`config.mk`:
```
export PLATFORM = sky130hd
export DESIGN_NAME = dac_channel_function_config
export DESIGN_NICKNAME = d
export VERILOG_FILES = /design/src/rtl/dac_func_pkg.sv /design/src/rtl/dac_channel_function_config.sv /design/src/rtl/slew_step_timer.sv /design/src/rtl/log_step_calc.sv
export SDC_FILE = /design/constraint.sdc
export NUM_CORES = 2
export LEC_CHECK = 0
export BUFFER_PORTS_ARGS = -buffer_cell sky130_fd_sc_hd__buf_2
export CELL_PAD_IN_SITES_DETAIL_PLACEMENT = 1
export CELL_PAD_IN_SITES_GLOBAL_PLACEMENT = 2
export CORE_MARGIN = 5
export CORE_UTILIZATION = 38
export CTS_CLUSTER_DIAMETER = 30
export DETAILED_ROUTE_END_ITERATION = 10
export PLACE_DENSITY = 0.86
export SLEW_MARGIN = 20
export SYNTH_ARGS = -nofsm -noshare
export SYNTH_HDL_FRONTEND = slang
export SYNTH_SLANG_ARGS = --single-unit
```
`constraint.sdc`:
```
create_clock -name mclk -period 19.1 [get_ports mclk]
set_clock_uncertainty 0.15 [all_clocks]
set_input_delay 1.91 -clock mclk [delete_from_list [all_inputs] [get_ports mclk]]
set_output_delay 1.91 -clock mclk [all_outputs]
set_load 0.05 [all_outputs]
```
`src/rtl/dac_func_pkg.sv`:
```
package dac_func_pkg;

  // Register map, direct serial addresses
  localparam logic [7:0] FCFG0_ADDR = 8'h18;
  localparam logic [7:0] FCFG1_ADDR = 8'h06;
  localparam logic [7:0] TRIG_ADDR = 8'h20;
  // Register map, PMBus page and command codes
  localparam logic [7:0] PMB_PAGE = 8'hFF;
  localparam logic [7:0] PMB_FCFG0 = 8'hE0;
  localparam logic [7:0] PMB_FCFG1 = 8'hD4;
  localparam logic [7:0] PMB_TRIG = 8'hE4;
  localparam logic [15:0] FCFG_RST = 16'h0000;
  localparam logic [15:0] READ_ZERO = 16'h0000;

  // Field positions of the function configuration word
  localparam int CLR_BIT = 15;
  localparam int DEFER_BIT = 14;
  localparam int BCAST_BIT = 13;
  localparam int PHASE_LSB = 11;
  localparam int SHAPE_LSB = 8;
  localparam int LOG_BIT = 7;
  localparam int STEP_LSB = 4;
  localparam int INTV_LSB = 0;
  localparam int RISE_LSB = 4;
  localparam int FALL_LSB = 1;
  localparam int TRIG_LOAD_BIT = 7;

  // Codes
  localparam logic [11:0] ZERO_CODE = 12'h000;
  localparam logic [11:0] MID_CODE = 12'h800;
  localparam logic [11:0] LOG_FLOOR = 12'h001;
  localparam logic [2:0] SHAPE_TRI = 3'h0;
  localparam logic [2:0] SHAPE_SAW = 3'h1;
  localparam logic [2:0] SHAPE_INV = 3'h2;
  localparam logic [2:0] SHAPE_SINE = 3'h4;
  localparam logic [2:0] SHAPE_OFF = 3'h7;
  localparam int LOG_SHIFT = 5;
  localparam logic [7:0][11:0] LIN_STEP = {12'h020, 12'h010, 12'h008, 12'h006,
                                           12'h004, 12'h003, 12'h002, 12'h001};
  // Phase offsets of 0, 120, 240 and 90 degrees on a 4096-point cycle
  localparam logic [3:0][11:0] PHASE_OFS = {12'h400, 12'hAAB, 12'h555, 12'h000};

  // Step interval times in 10 ns units, index is the linear interval code
  localparam int CLK_PERIOD_NS = 20;
  localparam int TIME_UNIT_NS = 10;
  localparam int STEP_TIME [16] = '{0, 400, 800, 1200, 1800, 2704, 4048, 6072,
                                    9112, 13672, 23920, 41864, 73256, 128200,
                                    256396, 512792};

  typedef enum logic [1:0] {M_IDLE, M_SLEW, M_WAVE} mode_e;

  typedef struct packed {
    logic wr;
    logic rd;
    logic pmbus;
    logic [7:0] page;
    logic [7:0] addr;
    logic [15:0] wdata;
  } reg_req_s;

  typedef struct packed {
    logic [11:0] upper;
    logic [11:0] lower;
  } bound_s;

  // Cycles per step, truncated to whole clock periods
  function automatic logic [19:0] step_cycles(input logic [3:0] idx);
    int c;
    c = STEP_TIME[idx] * TIME_UNIT_NS / CLK_PERIOD_NS;
    return c[19:0];
  endfunction : step_cycles

endpackage : dac_func_pkg

```
`src/rtl/dac_channel_function_config.sv`:
```
// Notes on behaviour
// - Clear drives the code to zero-scale when bit 15 is 0, mid-scale when 1.
// - Bit 14 low updates at once; high waits for strobe pin fall or trigger bit.
// - Broadcast writes reach a channel only while its bit 13 is set.
// - Phase field picks start phase 0, 120, 240 or 90 degrees.
// - Shape field: triangle, sawtooth, inverse sawtooth, sine, or 111 for off.
// - Bit 7 picks linear or logarithmic slew and the meaning of bits 6 to 0.
// - Linear step codes map to 1, 2, 3, 4, 6, 8, 16 and 32 LSB.
// - Interval code 0000 jumps straight to the bound; invalid for waveforms.
// - Linear interval codes set 4 us up to 5127.92 us per step.
// - Log mode moves between the two bounds in 3.125 percent steps.
// - Log step grows by 1/32 upward and shrinks by 1/32 downward.
// - With a zero lower bound the log slew starts from code 1.
// - Bits 6 to 4 set the log step time while rising.
// - Bits 3 to 1 set the log step time while falling.
// - Config words sit at 18h and 06h and reset to zero.
// - Over PMBus page FFh, commands E0h and D4h reach the config words.
// - Trigger bit 7 loads every deferred channel and reads back as zero.
`timescale 1ns/10ps
module dac_channel_function_config #(
  parameter int unsigned time_div = 1 // Divides every step count, 1 in silicon
) (
  input wire logic mclk, // 50 MHz system clock
  input wire logic rst, // Synchronous reset, active high
  input dac_func_pkg::reg_req_s req, // Register access request
  output logic [15:0] reg_rdata, // Read data, valid the cycle after rd
  input wire logic load_strobe, // Load strobe pin, acts on falling edge
  input wire logic [1:0] clear_req, // Per-channel clear pulse
  input wire logic [1:0] data_wr, // Per-channel data write pulse
  input wire logic bcast_wr, // Broadcast data write pulse
  input wire logic [11:0] data_code, // Data for data_wr and bcast_wr
  input dac_func_pkg::bound_s [1:0] bounds, // Upper and lower bound codes
  input wire logic [1:0] go_upper, // Start a move to the upper bound
  input wire logic [1:0] go_lower, // Start a move to the lower bound
  output logic [1:0][11:0] dac_code, // Present output code per channel
  output logic [1:0] busy // Slew or waveform in progress
);
  import dac_func_pkg::*;

  typedef struct packed {
    logic [15:0] cfg;
    logic [11:0] code;
    logic [11:0] pend;
    logic pend_v;
    mode_e mode;
    logic [11:0] target;
    logic [11:0] phase;
  } chan_s;

  typedef struct packed {
    chan_s [1:0] ch;
    logic [15:0] rdata;
    logic strobe_q;
  } state_s;

  state_s st;
  state_s next_st;

  logic [1:0] tick;
  logic [1:0] restart;
  logic [1:0] run;
  logic [1:0][19:0] cycles;
  logic [1:0][11:0] log_nxt;
  logic [1:0][11:0] step_target;

  ////////////////////////////////////////////////////////////////////////////
  // Decode helpers
  // The step size, clear level, valid shapes and interval index live in functions so that the read path, the slew
  // path and the waveform path can never disagree on a bit position.

  // True when the request points at the given register on either access path
  function automatic logic hits(input reg_req_s r, input logic [7:0] direct,
                                input logic [7:0] pmb_cmd);
    if (r.pmbus) begin
      return (r.page == PMB_PAGE) && (r.addr == pmb_cmd);
    end
    return r.addr == direct;
  endfunction : hits

  // A shape code that really produces a waveform
  function automatic logic shape_ok(input logic [2:0] s);
    return (s == SHAPE_TRI) || (s == SHAPE_SAW) || (s == SHAPE_INV) ||
           (s == SHAPE_SINE);
  endfunction : shape_ok

  // Code increment for the linear step field, shared by slew and waveform
  function automatic logic [11:0] step_size(input logic [15:0] cfg);
    return LIN_STEP[cfg[STEP_LSB +: 3]];
  endfunction : step_size

  // Level that a clear forces onto a channel
  function automatic logic [11:0] clear_code(input logic [15:0] cfg);
    if (cfg[CLR_BIT]) begin
      return MID_CODE;
    end
    return ZERO_CODE;
  endfunction : clear_code

  // Read mux: only the two config words read back, everything else is zero
  function automatic logic [15:0] read_word(input logic [1:0] hit, input logic [15:0] w0,
                                            input logic [15:0] w1);
    if (hit[0]) begin
      return w0;
    end
    if (hit[1]) begin
      return w1;
    end
    // The trigger register and unmapped addresses never echo anything back
    return READ_ZERO;
  endfunction : read_word

  // Interval code in the linear table for the present mode and direction
  function automatic logic [3:0] intv_index(input logic [15:0] cfg, input logic rising);
    if (cfg[LOG_BIT]) begin
      // Log codes are the odd entries of the linear table
      return rising ? {cfg[RISE_LSB +: 3], 1'b1} : {cfg[FALL_LSB +: 3], 1'b1};
    end
    return cfg[INTV_LSB +: 4];
  endfunction : intv_index

  // One linear step toward the target, stopping on it
  function automatic logic [11:0] lin_next(input logic [11:0] cur, input logic [11:0] tgt,
                                           input logic [11:0] step);
    if (tgt > cur) begin
      return (tgt - cur <= step) ? tgt : cur + step;
    end
    return (cur - tgt <= step) ? tgt : cur - step;
  endfunction : lin_next

  // Waveform sample between the bounds; sine is a parabolic approximation,
  // which keeps the area small at the cost of some harmonic content
  function automatic logic [11:0] wave_of(input logic [2:0] shape, input logic [11:0] ph,
                                          input bound_s b);
    logic [7:0] p;
    logic [7:0] w;
    logic [6:0] x;
    logic [13:0] par;
    logic [11:0] span;
    logic [19:0] prod;
    p = ph[11:4];
    x = p[6:0];
    // Widen before the product; a 7-bit product would wrap and flatten the curve
    par = 14'(x) * 14'(7'h7F - x);
    span = b.upper - b.lower;
    case (shape)
      SHAPE_SAW: w = p;
      SHAPE_INV: w = ~p;
      SHAPE_SINE: w = p[7] ? 8'h80 - 8'(par >> 5) : 8'h80 + 8'(par >> 5);
      default: w = p[7] ? ~{p[6:0], 1'b1} : {p[6:0], 1'b0};
    endcase
    prod = span * w;
    return b.lower + prod[19:8];
  endfunction : wave_of

  ////////////////////////////////////////////////////////////////////////////
  // Step timers and logarithmic step arithmetic, one of each per channel
  // The interval is looked up again every cycle, so a direction change picks
  // the matching rise or fall time without waiting for the next step.
  for (genvar c = 0; c < 2; c++) begin : g_chan
    logic rising;
    logic [19:0] raw;

    assign rising = st.ch[c].target > st.ch[c].code;
    assign raw = step_cycles(intv_index(st.ch[c].cfg, rising)) / 20'(time_div);
    assign cycles[c] = (raw == 20'h00000) ? 20'h00001 : raw;
    // Interval code zero never runs the timer, so a waveform stays parked
    assign run[c] = (st.ch[c].mode != M_IDLE) &&
                    (intv_index(st.ch[c].cfg, rising) != 4'h0);
    assign step_target[c] = st.ch[c].target;

    slew_step_timer u_timer (
      .mclk(mclk),
      .rst(rst),
      .run(run[c]),
      .restart(restart[c]),
      .cycles(cycles[c]),
      .tick(tick[c])
    );

    log_step_calc u_log (
      .cur(st.ch[c].code),
      .target(step_target[c]),
      .nxt(log_nxt[c])
    );
  end

  ////////////////////////////////////////////////////////////////////////////
  // Next-state logic
  always_comb begin
    logic strobe_fall;
    logic sw_load;
    logic load_now;
    logic [1:0] cfg_hit;
    logic trig_hit;
    logic wr_data;
    logic [2:0] shape;
    chan_s cur;
    chan_s nc;
    strobe_fall = 1'b0;
    sw_load = 1'b0;
    load_now = 1'b0;
    cfg_hit = 2'b00;
    trig_hit = 1'b0;
    wr_data = 1'b0;
    shape = SHAPE_OFF;
    cur = '0;
    nc = '0;
    next_st = st;
    restart = 2'b00;

    cfg_hit[0] = hits(req, FCFG0_ADDR, PMB_FCFG0);
    cfg_hit[1] = hits(req, FCFG1_ADDR, PMB_FCFG1);
    trig_hit = hits(req, TRIG_ADDR, PMB_TRIG);

    // The pin is taken as synchronous; a falling edge is one of two load sources
    next_st.strobe_q = load_strobe;
    strobe_fall = st.strobe_q & ~load_strobe;
    // The trigger bit acts for one cycle only, so it always reads back as zero
    sw_load = req.wr && trig_hit && req.wdata[TRIG_LOAD_BIT];
    load_now = strobe_fall | sw_load;

    // Read data is captured one cycle after the request and then held,
    // so a slow host may pick it up at any time before its next read
    if (req.rd) begin
      next_st.rdata = read_word(cfg_hit, st.ch[0].cfg, st.ch[1].cfg);
    end

    for (int c = 0; c < 2; c++) begin
      cur = st.ch[c];
      nc = cur;

      // Configuration write, which may start or stop the waveform generator
      if (req.wr && cfg_hit[c]) begin
        nc.cfg = req.wdata;
        shape = req.wdata[SHAPE_LSB +: 3];
        restart[c] = 1'b1;
        if (shape_ok(shape)) begin
          nc.mode = M_WAVE;
          nc.phase = PHASE_OFS[req.wdata[PHASE_LSB +: 2]];
        end else if (cur.mode == M_WAVE) begin
          nc.mode = M_IDLE;
        end
      end

      // Step tick: advance the slew or the waveform
      if (tick[c]) begin
        if (cur.mode == M_SLEW) begin
          if (cur.cfg[LOG_BIT]) begin
            nc.code = log_nxt[c];
          end else begin
            nc.code = lin_next(cur.code, cur.target, step_size(cur.cfg));
          end
          if (nc.code == cur.target) begin
            nc.mode = M_IDLE;
          end
        end else if (cur.mode == M_WAVE && shape_ok(cur.cfg[SHAPE_LSB +: 3])) begin
          // Phase wraps on its own at 4096 points, so the shape repeats freely
          nc.phase = cur.phase + step_size(cur.cfg);
          nc.code = wave_of(cur.cfg[SHAPE_LSB +: 3], nc.phase, bounds[c]);
        end
      end

      // Start a move to one of the bounds
      // A move ends any running waveform; the two cannot share the code register.
      // With interval code zero the jump is immediate and no timer is started.
      if (go_upper[c] || go_lower[c]) begin
        nc.target = go_upper[c] ? bounds[c].upper : bounds[c].lower;
        restart[c] = 1'b1;
        if (!cur.cfg[LOG_BIT] && cur.cfg[INTV_LSB +: 4] == 4'h0) begin
          nc.code = nc.target;
          nc.mode = M_IDLE;
        end else begin
          nc.mode = M_SLEW;
          if (cur.cfg[LOG_BIT] && cur.code == ZERO_CODE) begin
            nc.code = LOG_FLOOR;
          end
        end
      end

      // Data writes, direct or broadcast
      // A closed channel ignores broadcasts entirely, pending data included
      wr_data = data_wr[c] | (bcast_wr & cur.cfg[BCAST_BIT]);
      if (wr_data) begin
        if (cur.cfg[DEFER_BIT]) begin
          nc.pend = data_code;
          nc.pend_v = 1'b1;
        end else begin
          nc.code = data_code;
          nc.mode = M_IDLE;
          nc.pend_v = 1'b0;
        end
      end

      // Deferred load; a write in the same cycle is loaded straight through
      if (load_now && cur.cfg[DEFER_BIT] && (nc.pend_v || wr_data)) begin
        nc.code = wr_data ? data_code : cur.pend;
        nc.pend_v = 1'b0;
        nc.mode = M_IDLE;
      end

      // Clear overrides every code and mode change in the cycle; a config write still lands
      // Pending deferred data is dropped, so a later strobe cannot undo the clear
      if (clear_req[c]) begin
        nc.code = clear_code(cur.cfg);
        nc.mode = M_IDLE;
        nc.pend_v = 1'b0;
      end

      next_st.ch[c] = nc;
    end
  end

  ////////////////////////////////////////////////////////////////////////////
  // State register
  // The strobe history resets high, so a pin held low through reset
  // is taken as a falling edge on the first cycle after it.
  always_ff @(posedge mclk) begin
    if (rst) begin
      for (int c = 0; c < 2; c++) begin
        st.ch[c].cfg <= FCFG_RST;
        st.ch[c].code <= ZERO_CODE;
        st.ch[c].pend <= ZERO_CODE;
        st.ch[c].pend_v <= 1'b0;
        st.ch[c].mode <= M_IDLE;
        st.ch[c].target <= ZERO_CODE;
        st.ch[c].phase <= ZERO_CODE;
      end
      st.rdata <= READ_ZERO;
      st.strobe_q <= 1'b1;
    end else begin
      st <= next_st;
    end
  end

  ////////////////////////////////////////////////////////////////////////////
  // Outputs, all from flip-flops
  assign reg_rdata = st.rdata;

  for (genvar c = 0; c < 2; c++) begin : g_out
    assign dac_code[c] = st.ch[c].code;
    assign busy[c] = st.ch[c].mode != M_IDLE;
  end

endmodule : dac_channel_function_config

```
`src/rtl/slew_step_timer.sv`:
```
`timescale 1ns/10ps
module slew_step_timer (
  input wire logic mclk, // System clock
  input wire logic rst, // Synchronous reset
  input wire logic run, // Count while high
  input wire logic restart, // Start a fresh interval
  input wire logic [19:0] cycles, // Interval length in clocks
  output logic tick // One-cycle step enable
);
  import dac_func_pkg::*;

  typedef struct packed {
    logic [19:0] cnt;
    logic tick;
  } tmr_s;

  tmr_s st;
  tmr_s next_st;

  ////////////////////////////////////////////////////////////////////////////
  // Divider from the system clock down to the step rate
  always_comb begin
    next_st = st;
    next_st.tick = 1'b0;
    if (!run || restart) begin
      next_st.cnt = 20'h00000;
    end else if (st.cnt + 20'h00001 >= cycles) begin
      next_st.cnt = 20'h00000;
      next_st.tick = 1'b1;
    end else begin
      next_st.cnt = st.cnt + 20'h00001;
    end
  end

  always_ff @(posedge mclk) begin
    if (rst) begin
      st <= '0;
    end else begin
      st <= next_st;
    end
  end

  assign tick = st.tick;

endmodule : slew_step_timer

```
`src/rtl/log_step_calc.sv`:
```
`timescale 1ns/10ps
module log_step_calc (
  input wire logic [11:0] cur, // Present code
  input wire logic [11:0] target, // Bound being approached
  output logic [11:0] nxt // Next code
);
  import dac_func_pkg::*;

  logic [12:0] up_sum;
  logic [11:0] delta;

  ////////////////////////////////////////////////////////////////////////////
  // Geometric step of 1/32 of the present code, never less than one LSB
  always_comb begin
    delta = cur >> LOG_SHIFT;
    if (delta == 12'h000) begin
      delta = 12'h001;
    end
    up_sum = {1'b0, cur} + {1'b0, delta};
    if (target > cur) begin
      nxt = (up_sum >= {1'b0, target}) ? target : up_sum[11:0];
    end else if (cur - target <= delta) begin
      nxt = target;
    end else begin
      nxt = cur - delta;
    end
  end

endmodule : log_step_calc

```
== After elaboration in Yosys (flattened, before gate mapping) ==
Memory sizes are Yosys's and may differ from the RTL's. A register that Yosys moved wholly into a read port is not among the register bits.
Index checks and enable logic that the tools add are counted.

* Flip-flop bits (word level): 193
* Bits in read-only memories: 1216
* Input port bits: 107
* Output and inout bits: 42
* Memories kept: 4

* Add/sub/neg operators: 26
* $mul: 6
* Divide/modulo/power cells: 2
* Magnitude comparators: 17
* Equal/unequal tests: 22
* Mux-type cells: 150
* Bitwise operators: 13
* Reduce and logical (&&, ||, !) cells: 61

{| class="wikitable"
|+ Memory list
! memory !! depth !! bits a word !! rd ports !! clocked after memory_dff !! wr ports !! RTL line !! source
|-
| (name not given) || 16 || 32 || 1 || 0 || 0 || dac_func_pkg.sv:69 || <nowiki>c = STEP_TIME[idx] * TIME_UNIT_NS / CLK_PERIOD_NS;</nowiki>
|-
| (name not given) || 16 || 32 || 1 || 0 || 0 || dac_func_pkg.sv:69 ||
|-
| (name not given) || 8 || 12 || 1 || 1 || 0 || dac_channel_function_config.sv:88 || <nowiki>return LIN_STEP[cfg[STEP_LSB +: 3]];</nowiki>
|-
| (name not given) || 8 || 12 || 1 || 1 || 0 || dac_channel_function_config.sv:88 ||
|}

{| class="wikitable"
|+ Operators with widths
! kind !! number
|-
| $mux 12 || 61
|-
| $mux 32 || 4
|-
| $sub 12x12->12 || 10
|-
| $mux 8 || 10
|-
| $add 12x12->12 || 6
|-
| $le 12x12->1 || 6
|-
| $div 32x6->32 const B || 2
|-
| $mul 32x4->31 const B || 2
|-
| $mux 16 || 4
|-
| $mux 27 || 2
|-
| $logic_not 12->1 || 4
|-
| $pmux 8 s3 || 2
|-
| $add 20x1->20 const B || 2
|-
| $ge 20x20->1 || 2
|-
| $logic_not 20->1 || 2
|-
| $mul 12x8->20 || 2
|-
| $mux 20 || 2
|-
| $mux 1 || 36
|-
| $eq 8x8->1 const B || 4
|-
| $not 8->8 || 4
|-
| $mux 14 || 2
|-
| $mux 2 || 14
|-
| $add 12x12->13 || 2
|-
| $ge 13x12->1 || 2
|-
| 35 further kinds || 110
|}

== Logic depth before layout (Yosys ltp) ==
* Depth in word-level cells: 25
* Gate-level depth with buffers: 84
* Depth with buffers taken out: 77

== Hierarchy ==
From an unflattened synthesis, not the netlist that was laid out.

* Cell total of the unflattened synthesis: 6356
* Area, all modules: 46094.2 um^2

{| class="wikitable"
|+ Modules (own cells, without submodules)
! module !! times used !! cells an instance !! area each (um^2) !! sequential area each (um^2)
|-
| dac_channel_function_config || 1 || 5442 || 38943.6 || 3263.1
|-
| log_step_calc || 2 || 285 || 2060.7 || 0.0
|-
| slew_step_timer (g_chan[1].u_timer) || 1 || 181 || 1531.5 || 420.4
|-
| slew_step_timer (g_chan[0].u_timer) || 1 || 163 || 1497.7 || 420.4
|}

== Worst setup path before layout ==
No wires, ideal clock.

* Path type: reg-to-reg
* Start: reg st (netlist bit dac_code[20])
* End: reg g_chan[1].u_timer.st[10] (netlist name)
* Setup time: 66 ps
* Arrival: 15170 ps
* Slack: 3714 ps
* Stages on the path, launching flop included: 79
* Buffers on the path: 5
* Period minus slack after synthesis: 15386 ps
* Cells stage by stage: dfxtp_1 -> buf_1 -> inv_1 -> ha_1 -> nand3_1 -> or4_4 -> o311ai_2 -> a21oi_4 -> mux2i_1 -> inv_1 -> ha_1 -> clkbuf_1 -> nand2b_1 -> o21ai_0 -> o21ai_0 -> ha_1 -> ha_1 -> fa_1 -> (+43 left out) -> nor2b_1 -> o21ai_0 -> nand2b_1 -> a21oi_1 -> nor2b_1 -> o21ai_0 -> nand2b_1 -> a21oi_1 -> nor2b_1 -> o21ai_0 -> nand2b_1 -> a21oi_1 -> nor2b_1 -> o21ai_0 -> nand2_1 -> nand2b_1 -> clkbuf_1 -> nor2b_1

* Cells in the longest elaborated chain, start to end: 14
* Elaborated cells between the ends (all ways): 18
* Those cells by class: mul: 1; div: 1; order compare: 2; mux: 6; bitwise: 1; reduce/logical: 6; memory: 1

{| class="wikitable"
|+ RTL lines
! item !! RTL line !! source
|-
| start: declaration || dac_channel_function_config.sv:56 || <nowiki>state_s st;</nowiki>
|-
| start signal: assignment || dac_channel_function_config.sv:331 || <nowiki>st <= next_st;</nowiki>
|-
| $gt 12x12->1 * || dac_channel_function_config.sv:163 || <nowiki>assign rising = st.ch[c].target > st.ch[c].code;</nowiki>
|-
| $mux 4 * || dac_channel_function_config.sv:116 || <nowiki>return rising ? {cfg[RISE_LSB +: 3], 1'b1} : {cfg[FALL_LSB +: 3], 1'b1};</nowiki>
|-
| $mux 4 * || dac_channel_function_config.sv:114 || <nowiki>if (cfg[LOG_BIT]) begin</nowiki>
|-
| $mux 4 * || dac_channel_function_config.sv:118 || <nowiki>return cfg[INTV_LSB +: 4];</nowiki>
|-
| $not 4->5 (not written as such) || dac_func_pkg.sv:69 ||
|-
| $mem_v2 16x32 || - ||
|-
| $mux 32 (not written as such) (2 in a row) || dac_func_pkg.sv:69 ||
|-
| $mul 32x4->31 || dac_func_pkg.sv:69 ||
|-
| $div 32x6->32 || dac_func_pkg.sv:69 ||
|-
| $logic_not 20->1 || dac_channel_function_config.sv:165 || <nowiki>assign cycles[c] = (raw == 20'h00000) ? 20'h00001 : raw;</nowiki>
|-
| $mux 20 || dac_channel_function_config.sv:165 ||
|-
| $ge 20x20->1 || slew_step_timer.sv:27 || <nowiki>end else if (st.cnt + 20'h00001 >= cycles) begin</nowiki>
|-
| $reduce_or 3->1 (no source line) * || - ||
|-
| end signal: assignment || slew_step_timer.sv:39 || <nowiki>st <= next_st;</nowiki>
|-
| end: declaration || slew_step_timer.sv:17 || <nowiki>tmr_s st;</nowiki>
|}

Mark *: on every way between the ends. The rest lies on a longest branch, timed or not. The select of a mux whose other input is x is not followed.
A chain may end at the register's enable or synchronous reset.

== Final worst setup path ==
* Start: reg st (netlist bit dac_code[23])
* End: reg g_chan[1].u_timer.st[4] (netlist name)

Same word-level chain as after synthesis.

==> metrics.md <==
| Metric | Value |
|---|---|
| Status | completed |
| R2R Path End | g_chan[1].u_timer.st[4]$_SDFF_PP0_ |
| Fin. max-slew vios | 0 |
| Per-cell routed wire length | 21.1 µm |
| Hold WC Path Type | reg2reg |
| Final wirelength | 133,000 µm |
| Residual DRC count | 0 |
| Slowest CP cell | dfxtp_1 |
| Starting density of the core | 0.382 |
| Number of synthesized flops with an enable pin | 0 |
| Reg clk slew, reported paths | 50 ps |
| Area Growth Syn to Fin | 10.9% |
| Max Freq | 56.6 MHz |
| Most Frequent Cell on Critical Path | a21oi_1 |
| Worst-Skew Late Latency | 610 ps |
| CTS Buffer Depth | 3 |
| Period utilization | 0.925 |
| Critical path class | reg2reg |
| Seq pwr share | 0.216 |
| Die height | 321 µm |
| Syn Area/Cell | 7.45 µm² |
| Sink Count | 205 |
| FFs w/ async S/R, synth | 0 |
| DR vias | 36,600 |
| Worst Path Max Fanout | 19 |
| NumNets Final | 5,742 |
| I/O pin total | 149 |
| Internal Power | 1.41 mW |
| Placer Congestion | 0.917 |
| Xor/xnor share of the synthesized area | 0.0772 |
| Post-route cell area | 40,900 µm² |
| Floorplan row count | 114 |
| Largest stage delay, worst path | 640 ps |
| Peak supply drop | 0.0585 mV |
| Sequential-to-total area share from yosys stat | 0.111 |
| Area after DPL | 38,600 µm² |
| Fillers | 12,100 |
| CP endpoint kind | flop |
| Simple-gate area share of the yosys netlist | 0.209 |
| Layout cells sized above 1 | 0.0863 |
| H-tree lvl count | 2 |
| CTS Buf Count | 56 |
| Leak pwr | 18.7 nW |
| Hold Fails Final Rpt | 0 |
| Die ar. | 103,000 µm² |
| Distinct cells, synth | 109 |
| First-pass GRT wire length | 209,000 µm |
| Sum Neg Setup Slack | 0 ps |
| #FFs+latches synth | 205 |
| Post-synthesis mux area share | 0.0192 |
| Port bufs | 148 |
| Share of the synthesized area in the top cell type | 0.166 |
| NetSw | 0.686 mW |
| Final setup viols | 0 |
| Place WS | 886 ps |
| Via-per-instance ratio | 5.81 |
| Logic gate share of total power | 0.274 |
| CTS tree | yes |
| Post-Synthesis Cell Area | 36,900 µm² |
| Slew @ Worst Pin | 1210 ps |
| Worst R2R Start | dac_code[23]$_SDFF_PP0_ |
| Drt pass-1 iters | 5 |
| Vias in the first global route | 38,000 |
| RSZ-0062 raised after global routing | false |
| Sw frac | 0.327 |
| Final WS setup | 1420 ps |
| Synth area leaders | ha_1, dfxtp_1, fa_1 |
| R2r worst-path depth | 72 |
| Buffer and inverter count on the worst path | 4 |
| Max_slew headroom | 0.196 |
| Cell count along the critical path | 72 |
| CP startpoint | dac_code[23]$_SDFF_PP0_ |
| Total gr overflow | 0 |
| Startpoint Class | flop |
| Die width | 321 µm |
| Hold buffer count at CTS | 0 |
| Post-Syn Instances | 4,948 |
| Max-Cap Viols | 0 |
| GRT Resource Usage Total | 0.247 |
| Yosys warns | 0 |
| CTS root buf | clkbuf_16 |
| Critical Path RT | 19,440 ps |
| Largest net degree at the start of global routing | 62 |
| Worst setup path end | g_chan[1].u_timer.st[4]$_SDFF_PP0_ |
| Top_reg_cell synth | dfxtp_1 |
| Clock share of power | 0.510 |
| Final ANT Viol Nets | 0 |
| Power per standard cell area | 51.3 nW/µm² |
| Tmin final | 17,680 ps |
| Crit path DAT | 18,020 ps |
| Tot Pwr | 2.10 mW |
| Crit path max-delay family | compound AO/OA/AOI/OAI gates |
| Compound-cell area share of the yosys netlist | 0.244 |
| Initial antenna violation count | 10 |
| Initial drt markers | 2,084 |
| Adder-Cell Fraction of Synth Area | 0.262 |
| Dominant cell type by area after synthesis | ha_1 |
| R2R setup slack | 1420 ps |
| Core Region | 96,400 µm² |
| Dpl hpwl | 107,000 µm |
| Largest family of logic cells by synthesized area | adder cells |
==> power by group through the flow <==
stage | combinational, mW | clock, mW | sequential (mW)
after floorplan | 0.398 | 0 | 0.454
after detailed placement | 0.559 | 0 | 0.460
after global placement | 0.552 | 0 | 0.459
after global routing | 0.626 | 1.11 | 0.453
final | 0.574 | 1.07 | 0.453
after CTS | 0.565 | 1.08 | 0.452
==> synthesized netlist by cell type, types with 57 or more instances <==
cell type and instances:
a21o_1 84, xnor2_1 233, clkbuf_1 181, a211oi_1 82
o21bai_1 57, and2_1 58, nand3_1 88, fa_1 174
o21ai_0 222, ha_1 488, a21oi_1 377, nand2b_1 75
nand2_1 459, inv_1 430, xor2_1 92, nor2_1 554
o21a_1 60, nor2b_1 103, dfxtp_1 205, nor3_1 95
==> cells in the final DEF, fill, tap and decap left out, types with 17 or more instances in the layout <==
cell,count
a211oi_1,82
and3_1,35
nand4_1,26
a221o_1,17
o21a_1,59
nor3_1,95
nand3_1,88
nand2b_1,73
a21oi_1,376
inv_1,430
nor2_1,554
o211ai_1,53
a21o_1,84
dfxtp_1,205
a22oi_1,40
clkbuf_16,56
or2_2,21
nor2b_1,103
and2_1,58
o21bai_1,56
nand2_1,459
o21ai_0,222
o22ai_1,31
o221ai_1,52
a31oi_1,27
ha_1,487
xnor2_1,230
fa_1,174
buf_2,147
a221oi_1,28
or3_1,27
xor2_1,91
mux2i_1,45
buf_4,76
nor4_1,37
==> worst min path at each step <==
stage | from | to | slack (ps) | cells past startpoint
final | st[54]$_SDFFE_PP0P_ | st[54]$_SDFFE_PP0P_ | 300 | 2
after global routing | st[80]$_SDFFE_PP0P_ | st[80]$_SDFFE_PP0P_ | 330 | 2
after CTS | st[54]$_SDFFE_PP0P_ | st[54]$_SDFFE_PP0P_ | 300 | 2
after detailed placement | st[54]$_SDFFE_PP0P_ | st[54]$_SDFFE_PP0P_ | 300 | 2
after global placement | st[46]$_SDFFE_PP0P_ | st[46]$_SDFFE_PP0P_ | 290 | 2
after floorplan | st[113]$_SDFFE_PP0P_ | st[113]$_SDFFE_PP0P_ | 280 | 2
==> worst register-to-register path: cells and delay by family (launching register included) <==
kind / cells / cell delay, ps
AOI/OAI and AO/OA: 32 / 7250
and+or+nand+nor: 28 / 6090
adders and majority gates: 5 / 1690
buffers and inverters: 4 / 910
muxes: 2 / 690
DFF: 1 / 640
xor gates and xnor gates: 1 / 180
==> per-layer routing <==
metal  share of wire  vias to the layer above  global-route usage  wire length (µm)
li1                -                    17400                   -                 -
met1            0.46                    18100               0.337             61300
met2            0.46                      861               0.411             61000
met3           0.050                      209              0.0329              6580
met4           0.028                        8              0.0660              3740
met5         0.00044                        -                   0                59
==> metrics by stage <==
step | hold slack (ps) | utilization | instances
floorplan | 283 | - | 4949
global placement | 293 | 0.400 | 6183
detailed placement | 299 | 0.400 | 6183
CTS | 305 | 0.422 | 6285
global route | 332 | 0.424 | 6294
finish | 305 | 0.424 | 6296
==> flip-flops by register name (all words and copies together) (netlist names), named ones only <==
name / cells
st: 111
dac_code: 24
g_chan.u_timer.tick: 2
reg_rdata: 16
g_chan.u_timer.st: 40
==> area by class of cell <==
| cell class | instances | area (µm²) | area share |
|---|---|---|---|
| Antenna cell | 3 | 7.51 | 0.000184 |
| Clock buffer | 67 | 1510 | 0.0370 |
| Clock inverter | 35 | 619 | 0.0152 |
| Inverter | 441 | 1660 | 0.0406 |
| Multi-Input combinational cell | 4044 | 30000 | 0.735 |
| Sequential cell | 205 | 4100 | 0.100 |
| Tap cell | 1276 | 1600 | 0.0391 |
| Timing Repair Buffer | 225 | 1350 | 0.0329 |
==> kinds of logic after synthesis <==
| kind of cell | after synthesis |
|---|---|
| simple gates | 1645 |
| xor+xnor | 325 |
| compound gates | 1338 |
| other cells | 1 |
| buf+inv | 700 |
| mux | 65 |
| fa+ha+maj | 669 |
| flops | 205 |
==> timing repair <==
action | 4_1_cts | 5_1_grt
buffers inserted | 0 | 8
resized for setup | 0 | 15
setup endpoints to repair | 0 | 40
Note: power is estimated with default switching activity, not from simulation.
